### src/shared/dps_pkg.sv
package dps_pkg;

  // ----------------------------------------------------------------
  // Sizes
  // ----------------------------------------------------------------
  localparam int NPROF = 6;
  localparam int PRIO_W = 5;
  localparam int SRC_W = 5;
  localparam int PIDX_W = 3;
  localparam int ADDR_W = 16;
  localparam int DATA_W = 32;
  localparam int RIDX_W = 14;
  localparam int OFF_W = 5;

  // ----------------------------------------------------------------
  // Register map (register indices; byte address is four times the index)
  // ----------------------------------------------------------------
  localparam logic [RIDX_W-1:0] PROF_BASE_IDX = 14'h1600;
  localparam logic [RIDX_W-1:0] PROF_STRIDE = 14'h0020;
  localparam logic [OFF_W-1:0] OFF_PRIO_EN = 5'h00;
  localparam logic [OFF_W-1:0] OFF_SRC = 5'h01;
  localparam logic [RIDX_W-1:0] STATUS_IDX = 14'h16c0;
  localparam logic [RIDX_W-1:0] CTRL_IDX = 14'h16c1;

  // ----------------------------------------------------------------
  // Field positions
  // ----------------------------------------------------------------
  localparam int EN_BIT = 0;
  localparam int PRIO_LSB = 1;
  localparam int PRIO_MSB = 5;
  localparam int SRC_MSB = 4;
  localparam int RUN_BIT = 0;
  localparam int STAT_LOCK_BIT = 3;

  // ----------------------------------------------------------------
  // Reset values and thresholds
  // ----------------------------------------------------------------
  localparam logic [PRIO_W-1:0] PRIO_RST = 5'h00;
  localparam logic EN_RST = 1'b0;
  localparam logic [SRC_W-1:0] SRC_RST = 5'h00;
  localparam logic RUN_RST = 1'b1;
  localparam logic [PRIO_W-1:0] REVERT_GAP = 5'h07;
  localparam logic [PIDX_W-1:0] PIDX_RST = 3'h0;
  localparam logic [DATA_W-1:0] RDATA_ZERO = 32'h0000_0000;

  typedef enum {DPS_ST_IDLE, DPS_ST_LOCKED} dps_state_e;

  // Index of a profile register from profile number and sub-offset
  function automatic logic [RIDX_W-1:0] dps_prof_idx(input logic [PIDX_W-1:0] p,
                                                     input logic [OFF_W-1:0] off);
    logic [RIDX_W-1:0] step;
    // Stride product fits the index width; profile number is at most five
    step = RIDX_W'(PROF_STRIDE * RIDX_W'(p));
    return RIDX_W'(PROF_BASE_IDX + step + RIDX_W'(off));
  endfunction

endpackage

### src/shared/dps_sel_if.sv
`timescale 1ns/1ps
// Candidate set and the best pick returned by the priority picker
interface dps_sel_if;
  import dps_pkg::*;
  logic [NPROF-1:0] cand;
  logic [NPROF-1:0][PRIO_W-1:0] prio;
  logic found;
  logic [PIDX_W-1:0] best_idx;
  logic [PRIO_W-1:0] best_prio;

  modport owner (output cand, output prio, input found, input best_idx, input best_prio);
  modport picker (input cand, input prio, output found, output best_idx, output best_prio);
endinterface

### src/rtl/dps_prio_pick.sv
`timescale 1ns/1ps
module dps_prio_pick
  import dps_pkg::*;
(
  dps_sel_if.picker sel
);

  // ----------------------------------------------------------------
  // Smallest code wins; strict compare keeps the lower profile on ties
  // ----------------------------------------------------------------
  // smaller code outranks
  always_comb begin
    sel.found = 1'b0;
    sel.best_idx = PIDX_RST;
    sel.best_prio = PRIO_RST;
    for (int i = 0; i < NPROF; i++) begin
      if (sel.cand[i] && (!sel.found || (sel.prio[i] < sel.best_prio))) begin
        sel.found = 1'b1;
        sel.best_idx = PIDX_W'(i);
        sel.best_prio = sel.prio[i];
      end
    end
  end

endmodule

### src/rtl/dps_switch_top.sv
// Added by the designer: register access over Avalon-MM.
`timescale 1ns/1ps
// Functional notes
// - Profiles 1.1-1.5 copy profile 1.0 layout, each 0x20 higher, same defaults.
// - Each profile has a read/write 5-bit priority at bits 5:1, reset zero.
// - Priority code zero is most preferred, 0x1F least; smaller wins the pick from idle, an active profile yields only past a gap of seven.
// - Every profile holds its own independently programmed priority.
// - Switch to valid inactive better profile when priority gap exceeds seven.
// - Stay on active profile when better candidate is zero to seven levels ahead.
// - Profile is used only while its enable bit 0 is set.
// - Each profile carries a 5-bit source selection field.
module dps_switch_top
  import dps_pkg::*;
(
  input wire logic ref_clk,
  input wire logic rst,
  input wire logic [ADDR_W-1:0] avs_address,
  input wire logic avs_read,
  input wire logic avs_write,
  input wire logic [DATA_W-1:0] avs_writedata,
  input wire logic [3:0] avs_byteenable,
  output logic [DATA_W-1:0] avs_readdata,
  output logic avs_waitrequest,
  input wire logic [NPROF-1:0] prof_valid,
  output logic loop_active,
  output logic [PIDX_W-1:0] active_profile,
  output logic [SRC_W-1:0] active_source
);

  // ----------------------------------------------------------------
  // Storage
  // ----------------------------------------------------------------
  logic [NPROF-1:0][PRIO_W-1:0] prio_ff;
  logic [NPROF-1:0] en_ff;
  logic [NPROF-1:0][SRC_W-1:0] src_ff;
  logic run_ff;
  logic wait_ff;
  logic [DATA_W-1:0] rdata_ff;
  dps_state_e state_ff;
  dps_state_e nxt_state;
  logic [PIDX_W-1:0] act_idx_ff;
  logic [PIDX_W-1:0] nxt_act_idx;
  logic lock_ff;
  logic [SRC_W-1:0] src_out_ff;
  logic [RIDX_W-1:0] reg_idx;
  logic word_ok;
  logic wr_go;
  logic lane0;
  logic [DATA_W-1:0] nxt_rdata;
  logic act_ok;
  logic [PRIO_W-1:0] act_prio;
  logic [PRIO_W-1:0] gap;

  dps_sel_if sel ();

  dps_prio_pick u_pick (
    .sel(sel.picker)
  );

  // ----------------------------------------------------------------
  // Bus decode
  // ----------------------------------------------------------------
  // Registers sit one per aligned word; byte lane 0 carries the 8-bit data
  assign reg_idx = avs_address[ADDR_W-1:2];
  assign word_ok = (avs_address[1:0] == 2'h0);
  assign lane0 = avs_byteenable[0];
  // Write lands on the edge where the master sees waitrequest low
  assign wr_go = avs_write && !wait_ff && word_ok && lane0;

  // ----------------------------------------------------------------
  // Waitrequest: one wait cycle, then a single ready cycle
  // ----------------------------------------------------------------
  // Held high while idle so a new request always waits one edge for data
  always_ff @(posedge ref_clk) begin
    if (rst) begin
      wait_ff <= 1'b1;
    end else if ((avs_read || avs_write) && wait_ff) begin
      wait_ff <= 1'b0;
    end else begin
      wait_ff <= 1'b1;
    end
  end

  // ----------------------------------------------------------------
  // Per-profile registers
  // ----------------------------------------------------------------
  genvar gp;
  generate
    for (gp = 0; gp < NPROF; gp++) begin : g_prof
      always_ff @(posedge ref_clk) begin
        if (rst) begin
          prio_ff[gp] <= PRIO_RST;
          en_ff[gp] <= EN_RST;
        end else if (wr_go && reg_idx == dps_prof_idx(PIDX_W'(gp), OFF_PRIO_EN)) begin
          prio_ff[gp] <= avs_writedata[PRIO_MSB:PRIO_LSB];
          en_ff[gp] <= avs_writedata[EN_BIT];
        end
      end

      always_ff @(posedge ref_clk) begin
        if (rst) begin
          src_ff[gp] <= SRC_RST;
        end else if (wr_go && reg_idx == dps_prof_idx(PIDX_W'(gp), OFF_SRC)) begin
          src_ff[gp] <= avs_writedata[SRC_MSB:0];
        end
      end
    end
  endgenerate

  // ----------------------------------------------------------------
  // Control register
  // ----------------------------------------------------------------
  // Clearing run drops the active profile and freezes selection
  always_ff @(posedge ref_clk) begin
    if (rst) begin
      run_ff <= RUN_RST;
    end else if (wr_go && reg_idx == CTRL_IDX) begin
      run_ff <= avs_writedata[RUN_BIT];
    end
  end

  // ----------------------------------------------------------------
  // Read path
  // ----------------------------------------------------------------
  // Unmapped words and misaligned addresses read zero; reserved bits zero
  always_comb begin
    nxt_rdata = RDATA_ZERO;
    if (word_ok) begin
      for (int i = 0; i < NPROF; i++) begin
        if (reg_idx == dps_prof_idx(PIDX_W'(i), OFF_PRIO_EN)) begin
          nxt_rdata[PRIO_MSB:PRIO_LSB] = prio_ff[i];
          nxt_rdata[EN_BIT] = en_ff[i];
        end
        if (reg_idx == dps_prof_idx(PIDX_W'(i), OFF_SRC)) begin
          nxt_rdata[SRC_MSB:0] = src_ff[i];
        end
      end
      if (reg_idx == CTRL_IDX) begin
        nxt_rdata[RUN_BIT] = run_ff;
      end
      if (reg_idx == STATUS_IDX) begin
        nxt_rdata[PIDX_W-1:0] = act_idx_ff;
        nxt_rdata[STAT_LOCK_BIT] = lock_ff;
      end
    end
  end

  // Data captured on the edge that drops waitrequest, so it stands with it
  always_ff @(posedge ref_clk) begin
    if (rst) begin
      rdata_ff <= RDATA_ZERO;
    end else if (avs_read && wait_ff) begin
      rdata_ff <= nxt_rdata;
    end
  end

  // ----------------------------------------------------------------
  // Candidate set for the picker
  // ----------------------------------------------------------------
  // disabled excluded
  always_comb begin
    for (int i = 0; i < NPROF; i++) begin
      sel.cand[i] = en_ff[i] && prof_valid[i]
                    && !(state_ff == DPS_ST_LOCKED && act_idx_ff == PIDX_W'(i));
      sel.prio[i] = prio_ff[i];
    end
  end

  assign act_prio = prio_ff[act_idx_ff];
  assign act_ok = en_ff[act_idx_ff] && prof_valid[act_idx_ff];
  assign gap = act_prio - sel.best_prio;

  // ----------------------------------------------------------------
  // Selection state machine
  // ----------------------------------------------------------------
  // A lost or disabled active profile goes idle for one cycle, then the
  // best remaining one is taken; this costs a cycle but keeps one path
  always_comb begin
    nxt_state = state_ff;
    nxt_act_idx = act_idx_ff;
    unique case (state_ff)
      DPS_ST_IDLE: begin
        if (run_ff && sel.found) begin
          nxt_state = DPS_ST_LOCKED;
          nxt_act_idx = sel.best_idx;
        end
      end
      DPS_ST_LOCKED: begin
        if (!run_ff || !act_ok) begin
          nxt_state = DPS_ST_IDLE;
        end else if (sel.found && (sel.best_prio < act_prio) && (gap > REVERT_GAP)) begin
          nxt_act_idx = sel.best_idx;
        end
        // otherwise hold; spacing is software's job
      end
    endcase
  end

  always_ff @(posedge ref_clk) begin
    if (rst) begin
      state_ff <= DPS_ST_IDLE;
      act_idx_ff <= PIDX_RST;
    end else begin
      state_ff <= nxt_state;
      act_idx_ff <= nxt_act_idx;
    end
  end

  // Outputs track the next state so they line up with state_ff
  // route active source
  always_ff @(posedge ref_clk) begin
    if (rst) begin
      lock_ff <= 1'b0;
      src_out_ff <= SRC_RST;
    end else begin
      lock_ff <= (nxt_state == DPS_ST_LOCKED);
      src_out_ff <= (nxt_state == DPS_ST_LOCKED) ? src_ff[nxt_act_idx] : SRC_RST;
    end
  end

  assign avs_readdata = rdata_ff;
  assign avs_waitrequest = wait_ff;
  assign loop_active = lock_ff;
  assign active_profile = act_idx_ff;
  assign active_source = src_out_ff;

endmodule

### config.mk
export PLATFORM = sky130hd
export DESIGN_NAME = dps_switch_top
export DESIGN_NICKNAME = d
export VERILOG_FILES = /design/src/shared/dps_pkg.sv /design/src/shared/dps_sel_if.sv /design/src/rtl/dps_prio_pick.sv /design/src/rtl/dps_switch_top.sv
export SDC_FILE = /design/constraint.sdc
export NUM_CORES = 1
export LEC_CHECK = 0
export ABC_AREA = 1
export BUFFER_PORTS_ARGS = -buffer_cell sky130_fd_sc_hd__buf_2
export CAP_MARGIN = 25
export CORE_MARGIN = 2
export CORE_UTILIZATION = 40
export DETAILED_ROUTE_END_ITERATION = 12
export PLACE_DENSITY = 0.57
export SYNTH_ARGS = -nofsm -noshare
export SYNTH_HDL_FRONTEND = slang
export SYNTH_SLANG_ARGS = --single-unit
export TNS_END_PERCENT = 10
### constraint.sdc
create_clock -name ref_clk -period 24.3 [get_ports ref_clk]
set_input_delay 4.86 -clock ref_clk [delete_from_list [all_inputs] [get_ports ref_clk]]
set_output_delay 4.86 -clock ref_clk [all_outputs]
set_load 0.05 [all_outputs]
* After elaboration in Yosys (flattened, before gate mapping)
Index checks and enable logic that the tools add are counted.
** Storage, ports and cells
- Bits in registers :: 115
- Input port bits :: 62
- Output and inout bits :: 42
- Word-level logic and storage cells :: 179
** Cells by class
- Add/sub/neg operators :: 1
- Order comparisons :: 9
- Equality and inequality tests :: 22
- Multiplexer cells :: 51
- Bitwise logic cells :: 1
- Reduce and logical (&&, ||, !) cells :: 70
** Operators with widths (number)
- 14-bit by 13-bit == test with 1-bit output, second input constant :: 14
- 5-bit two-way mux :: 14
- 32-bit by 2-bit == test with 1-bit output, second input constant :: 2
- 32-bit two-way mux :: 2
- 32-bit case mux with 2 select lines :: 1
- 6-bit two-way mux :: 10
- 1-bit logical AND :: 45
- 32-bit by 1-bit == test with 1-bit output, second input constant :: 1
- 32-bit logical NOT :: 1
- 5-bit binary-select mux with 3-bit select :: 2
- 5-bit less-than comparator :: 6
- 3-bit two-way mux :: 5
- 1-bit logical NOT :: 14
- 1-bit two-way mux :: 11
- 3-bit by 4-bit less-than comparator with 1-bit output, second input constant :: 2
- 1-bit logical OR :: 7
- 1-bit binary-select mux with 3-bit select :: 2
- 3-bit by 2-bit == test with 1-bit output, second input constant :: 2
- 3-bit == test, second input constant :: 2
- 3-bit case mux with 2 select lines :: 1
- 5-bit by 3-bit greater-than comparator with 1-bit output, second input constant :: 1
- 5-bit subtractor :: 1
- 2-bit two-way mux :: 2
- 4-bit two-way mux :: 1
- 5 further kinds :: 5

* Logic depth before layout (Yosys ltp)
- Word-level depth :: 33
- Gate-level depth with buffers :: 77
- Depth with buffers taken out :: 72

* By module
Synthesis repeated with hierarchy kept, for this count alone.
** Unflattened totals
- Cells, all modules :: 1080
- Area total of the unflattened synthesis :: 7080.5 um2
** By module, submodules not included
- dps_switch_top :: times used 1, cells each 906, area an instance 6123.4 um2
- dps_prio_pick :: times used 1, cells each 174, area an instance 957.2 um2

* Least setup slack after synthesis
OpenSTA, ideal clock, no wires.
- Path type :: in2reg
- From :: input prof_valid[0]
- To :: register src_out_ff[4] (netlist: active_source[4])
- Data arrival time :: 13.061 ns
- Setup slack :: 11.169 ns
- Stages on the path :: 66
- Path through :: nand2_1 inv_1 nand2_1 inv_2 nand2_1 ha_1 a21oi_1 nor2_1 a211oi_1 nand2_1 nand2_1 nand2_4 o21ai_0 ha_1 a21oi_1 nor2_1 a211oi_1 nand2_1 (+30 left out) o21ai_0 ha_1 inv_1 fa_1 a21oi_1 o21ai_0 xor2_1 o32ai_1 nor3_1 nand2_1 a21oi_1 nand2_4 buf_2 nand3_1 nand3_1 nand2_1 nand2_1 a21oi_1
** Between the ends
- Longest elaborated chain between the ends :: 31
- Elaborated cells on any way between the ends :: 62
** Ends and longest elaborated chain
- start, declared :: RTL line dps_switch_top.sv:24 : input wire logic [NPROF-1:0] prof_valid,
- 1-bit logical AND :: RTL line dps_switch_top.sv:163 : sel.cand[i] = en_ff[i] && prof_valid[i]
- 1-bit logical AND :: RTL line dps_switch_top.sv:164 : && !(state_ff == DPS_ST_LOCKED && act_idx_ff == PIDX_W'(i));
- 5-bit two-way mux / 1-bit two-way mux (equally long branches) :: RTL line dps_prio_pick.sv:17 : if (sel.cand[i] && (!sel.found || (sel.prio[i] < sel.best_prio))) begin
- 5-bit less-than comparator / 1-bit logical NOT (equally long branches) :: RTL line dps_prio_pick.sv:17
- 1-bit logical OR :: RTL line dps_prio_pick.sv:17
- 1-bit logical AND :: RTL line dps_prio_pick.sv:17
- 5-bit two-way mux / 1-bit two-way mux (equally long branches) :: RTL line dps_prio_pick.sv:17
- 5-bit less-than comparator / 1-bit logical NOT (equally long branches) :: RTL line dps_prio_pick.sv:17
- (+15 left out)
- 5-bit subtractor / 5-bit less-than comparator (equally long branches) :: RTL line dps_switch_top.sv:171, dps_switch_top.sv:191
- 5-bit by 3-bit greater-than comparator with 1-bit output / 1-bit logical AND (equally long branches) :: RTL line dps_switch_top.sv:191 : end else if (sel.found && (sel.best_prio < act_prio) && (gap > REVERT_GAP)) begin
- 1-bit logical AND :: RTL line dps_switch_top.sv:191
- 3-bit two-way mux :: RTL line dps_switch_top.sv:191
- 3-bit two-way mux :: RTL line dps_switch_top.sv:189 : if (!run_ff || !act_ok) begin
- 3-bit case mux with 2 select lines :: RTL line dps_switch_top.sv:181 : unique case (state_ff)
- 5-bit binary-select mux with 3-bit select :: RTL line dps_switch_top.sv:217 : src_out_ff <= (nxt_state == DPS_ST_LOCKED) ? src_ff[nxt_act_idx] : SRC_RST;
- 5-bit two-way mux (not written as such) :: RTL line dps_switch_top.sv:217
- end signal, assigned :: RTL line dps_switch_top.sv:217
- end, declared :: RTL line dps_switch_top.sv:44 : logic [SRC_W-1:0] src_out_ff;
Several ways; a longest one is shown, not always the timed one. The select of a mux whose other input is x is not followed.
A chain may end at the register's enable or synchronous reset.

* Final worst setup path
- From :: input prof_valid[0]
- To :: register src_out_ff[1] (netlist: active_source[1])
The elaborated chain is that of the path after synthesis.

==> results_dict.tcl <==
set metrics [dict create \
    cp_num_cells 63 \
    drtIter0Drc 416 \
    cts_repair_resize_count 0 \
    irDropWorstVdd_uv 45.12 \
    ys_top_cells_by_area "dfxtp_1 (34%), nand2_1 (10%), o21ai_0 (8.1%)" \
    required_ns 24.66 \
    worst_setup_path_startpoint "prof_valid[0]" \
    worst_slew_pin_slew_ns 0.7728 \
    slowest_delay_ns 0.41 \
    setup_viol 0 \
    place.gp.congestion 0.8492 \
    hold_path.class "flop to flop" \
    reg2reg_from "active_profile[0]$_SDFF_PP0_" \
    synth_seq_cells 115 \
    finalMaxSlewViolations 0 \
    min-delay-start "state_ff[1]$_SDFF_PP0_" \
    gr-total-overflow 0 \
    arrival_ns 14.22 \
    dr_total_vias 6571 \
    path_clk_slew_ns 0.06 \
    clockBufferDepth 2 \
    ys_seq_area_share_pct 34.08 \
    drcViolationCount 0 \
    grt_pass1_vias 6064 \
    final.setup.tns_ns 0 \
    chipWidth_um 134.0 \
    worst_setup_path_end_kind "flop" \
    port_buffers 48 \
    start_util_pct 40.88 \
    postCtsSetupRepairBufs 0 \
    fin_nets 1125 \
    vias_per_cell 5.178 \
    critPathTopFamily "compound AO/OA/AOI/OAI gates" \
    synth-main-ff-cell "dfxtp_1" \
    antenna_found_initial 0 \
    critPathMaxFanout 14 \
    yosysMostFrequentCell "nand2_1" \
    routedWlPerCell_um 15.67 \
    crit_buf_inv 6 \
    synth-edff-count 0 \
    clock_latency_ns 0.43 \
    ys_top_cells_by_count "nand2_1 (181), inv_1 (142), dfxtp_1 (115), o21ai_0 (109), a21oi_1 (106)" \
    diodes 0 \
    drt-pass1-iter-count 5 \
    num_rows 47 \
    hold_viol 0 \
    synth-warning-count 0 \
    maxCapViolCount 0 \
    cp-start-kind "input pin" \
    netlist_instances 1007 \
    fin_skew_ns 0.01084 \
    cpMostUsedCell "nand2_1" \
    clock-sinks 115 \
    numCtsBuffers 17 \
    drive_gt1_share_pct 10.68 \
    fin_crit_sh_pct 57.06 \
    rsz0062_at_grt "no" \
    coreArea_um2 16520 \
    cp_slowest_cell "fa_1" \
    slew_headroom_pct 48.29 \
    status "complete, no violations" \
    dp_worst_setup_slack_ns 10.00 \
    r2r-end "active_source[1]$_SDFF_PP0_" \
    track_usage_pct 22.66 \
    synth.distinct_cells 43 \
    synth_area_um2 6755 \
    clock.fmax_ghz 0.07213 \
    die_area_um2 17940 \
    yosysTopAreaCellShare_pct 34.08 \
    powerDensity_nw_per_um2 61.27 \
    cts_tree "built" \
    async_flop_share_pct 0 \
    h-tree-depth 4 \
    endpoint "active_source[1]$_SDFF_PP0_" \
    period_minus_slack_ns 13.86 \
    wl_um 19880 \
    setup_slack_ns 10.44 \
    dieHeight_um 134.0 \
    worst-r2r-cell-count 64 \
    hpwl_um 14860 \
    p_leak_nw 3.275 \
    root_buffer "clkbuf_16" \
    postRouteAntennaNets 0 \
    cts_hold_buf 0 \
    grt_max_degree 67 \
    ff2ff_setup_slack_ns 13.56 \
    areaGrowthSynthToFinish_pct 13.00 \
    critical_path_class "input pin to flop" \
    synth.avg_cell_area_um2 6.708 \
    grt_pass1_wl_um 31470 \
    yosys.area.top_type "dfxtp_1" \
    ios 104 \
]
[flip-flops by register name, indices dropped and copies added (netlist names)]
name / count
run_ff: 1
avs_readdata: 6
src_ff: 30
avs_waitrequest: 1
en_ff: 6
active_profile: 3
active_source: 5
prio_ff: 30
loop_active: 1
state_ff: 32
[per-layer routing]
layer | global-route usage (%) | wire length [um] | share of wire, %
met1 | 31.60 | 9782 | 49
met2 | 35.24 | 8875 | 45
met3 | 4.082 | 803 | 4.0
met4 | 7.920 | 418 | 2.1
met5 | 0 | 0 | 0
[cells in the final DEF, fill, tap and decap left out, types with 4 or more instances in the layout]
master	synthesis	final
nand2_1	181	181
inv_1	142	142
dfxtp_1	115	115
o21ai_0	109	109
a21oi_1	106	106
nor2_1	80	80
nand3_1	50	50
buf_2	3	48
conb_1	1	26
ha_1	25	25
nor3_1	18	18
clkbuf_16	0	17
o221ai_1	16	16
o211ai_1	14	14
nand2_2	14	14
nand4_1	9	9
nor4_1	7	7
inv_2	7	7
o2111ai_1	7	7
a211oi_1	5	5
clkinv_4	0	5
nand2_4	4	4
a221oi_1	4	4
clkinvlp_4	0	4
[cell type report]
type / instances / area, um2
clock buffers: 17 / 425.4
repair buffers: 49 / 247.7
multi-input cells: 704 / 3637
well taps: 220 / 275.3
flip-flops and latches: 115 / 2302
inverters: 150 / 564.3
fillers: 1702 / 8891
clock inverters: 14 / 181.4
[power breakdown]
part	internal (W)	switching (W)	total, W	leakage [nW]
clock	0.000161	0.0000951	0.000257	0.282
combinational	0.00000392	0.0000183	0.0000222	2.07
sequential	0.000189	0.000000107	0.000189	0.926
[logic make-up after synthesis]
family	count (synthesis)	share of synthesized area [%]
xor gates and xnor gates	1	0.1297
and+or+nand+nor	375	24.19
DFF	115	34.08
AOI/OAI and AO/OA	276	23.15
buffers and inverters	213	13.47
other	1	0.05551
adders and majority gates	26	4.927
[tightest hold or removal path, delay by kind of cell (launching register included)]
kind                   cells  cell delay, ns
buffers and inverters      1            0.05
DFF                        1            0.31
and+or+nand+nor            1            0.04
[stage by stage]
| step | hold slack, ns | cell area (um2) | cells | util (%) | power (W) |
|---|---|---|---|---|---|
| 2_1_floorplan | 0.4149 | 6849 | 1032 | - | 0.0002123 |
| 3_3_place_gp | 0.4222 | 7027 | 1238 | 42.52 | 0.0002151 |
| 3_5_place_dp | 0.4315 | 7027 | 1238 | 42.52 | 0.0002150 |
| 4_1_cts | 0.4401 | 7634 | 1269 | 46.20 | 0.0004708 |
| 5_1_grt | 0.4558 | 7634 | 1269 | 46.20 | 0.0004794 |
| 6_report | 0.4393 | 7634 | 1269 | 46.20 | 0.0004677 |
[how the worst min path moves through the flow]
stage,to,depth (start not counted)
after floorplan,state_ff[1]$_SDFF_PP0_,2
after CTS,state_ff[1]$_SDFF_PP0_,2
after global placement,state_ff[1]$_SDFF_PP0_,2
after detailed placement,state_ff[1]$_SDFF_PP0_,2
final,state_ff[1]$_SDFF_PP0_,2
after global routing,state_ff[29]$_SDFF_PP0_,2
Power figures use the tool's default switching activity.
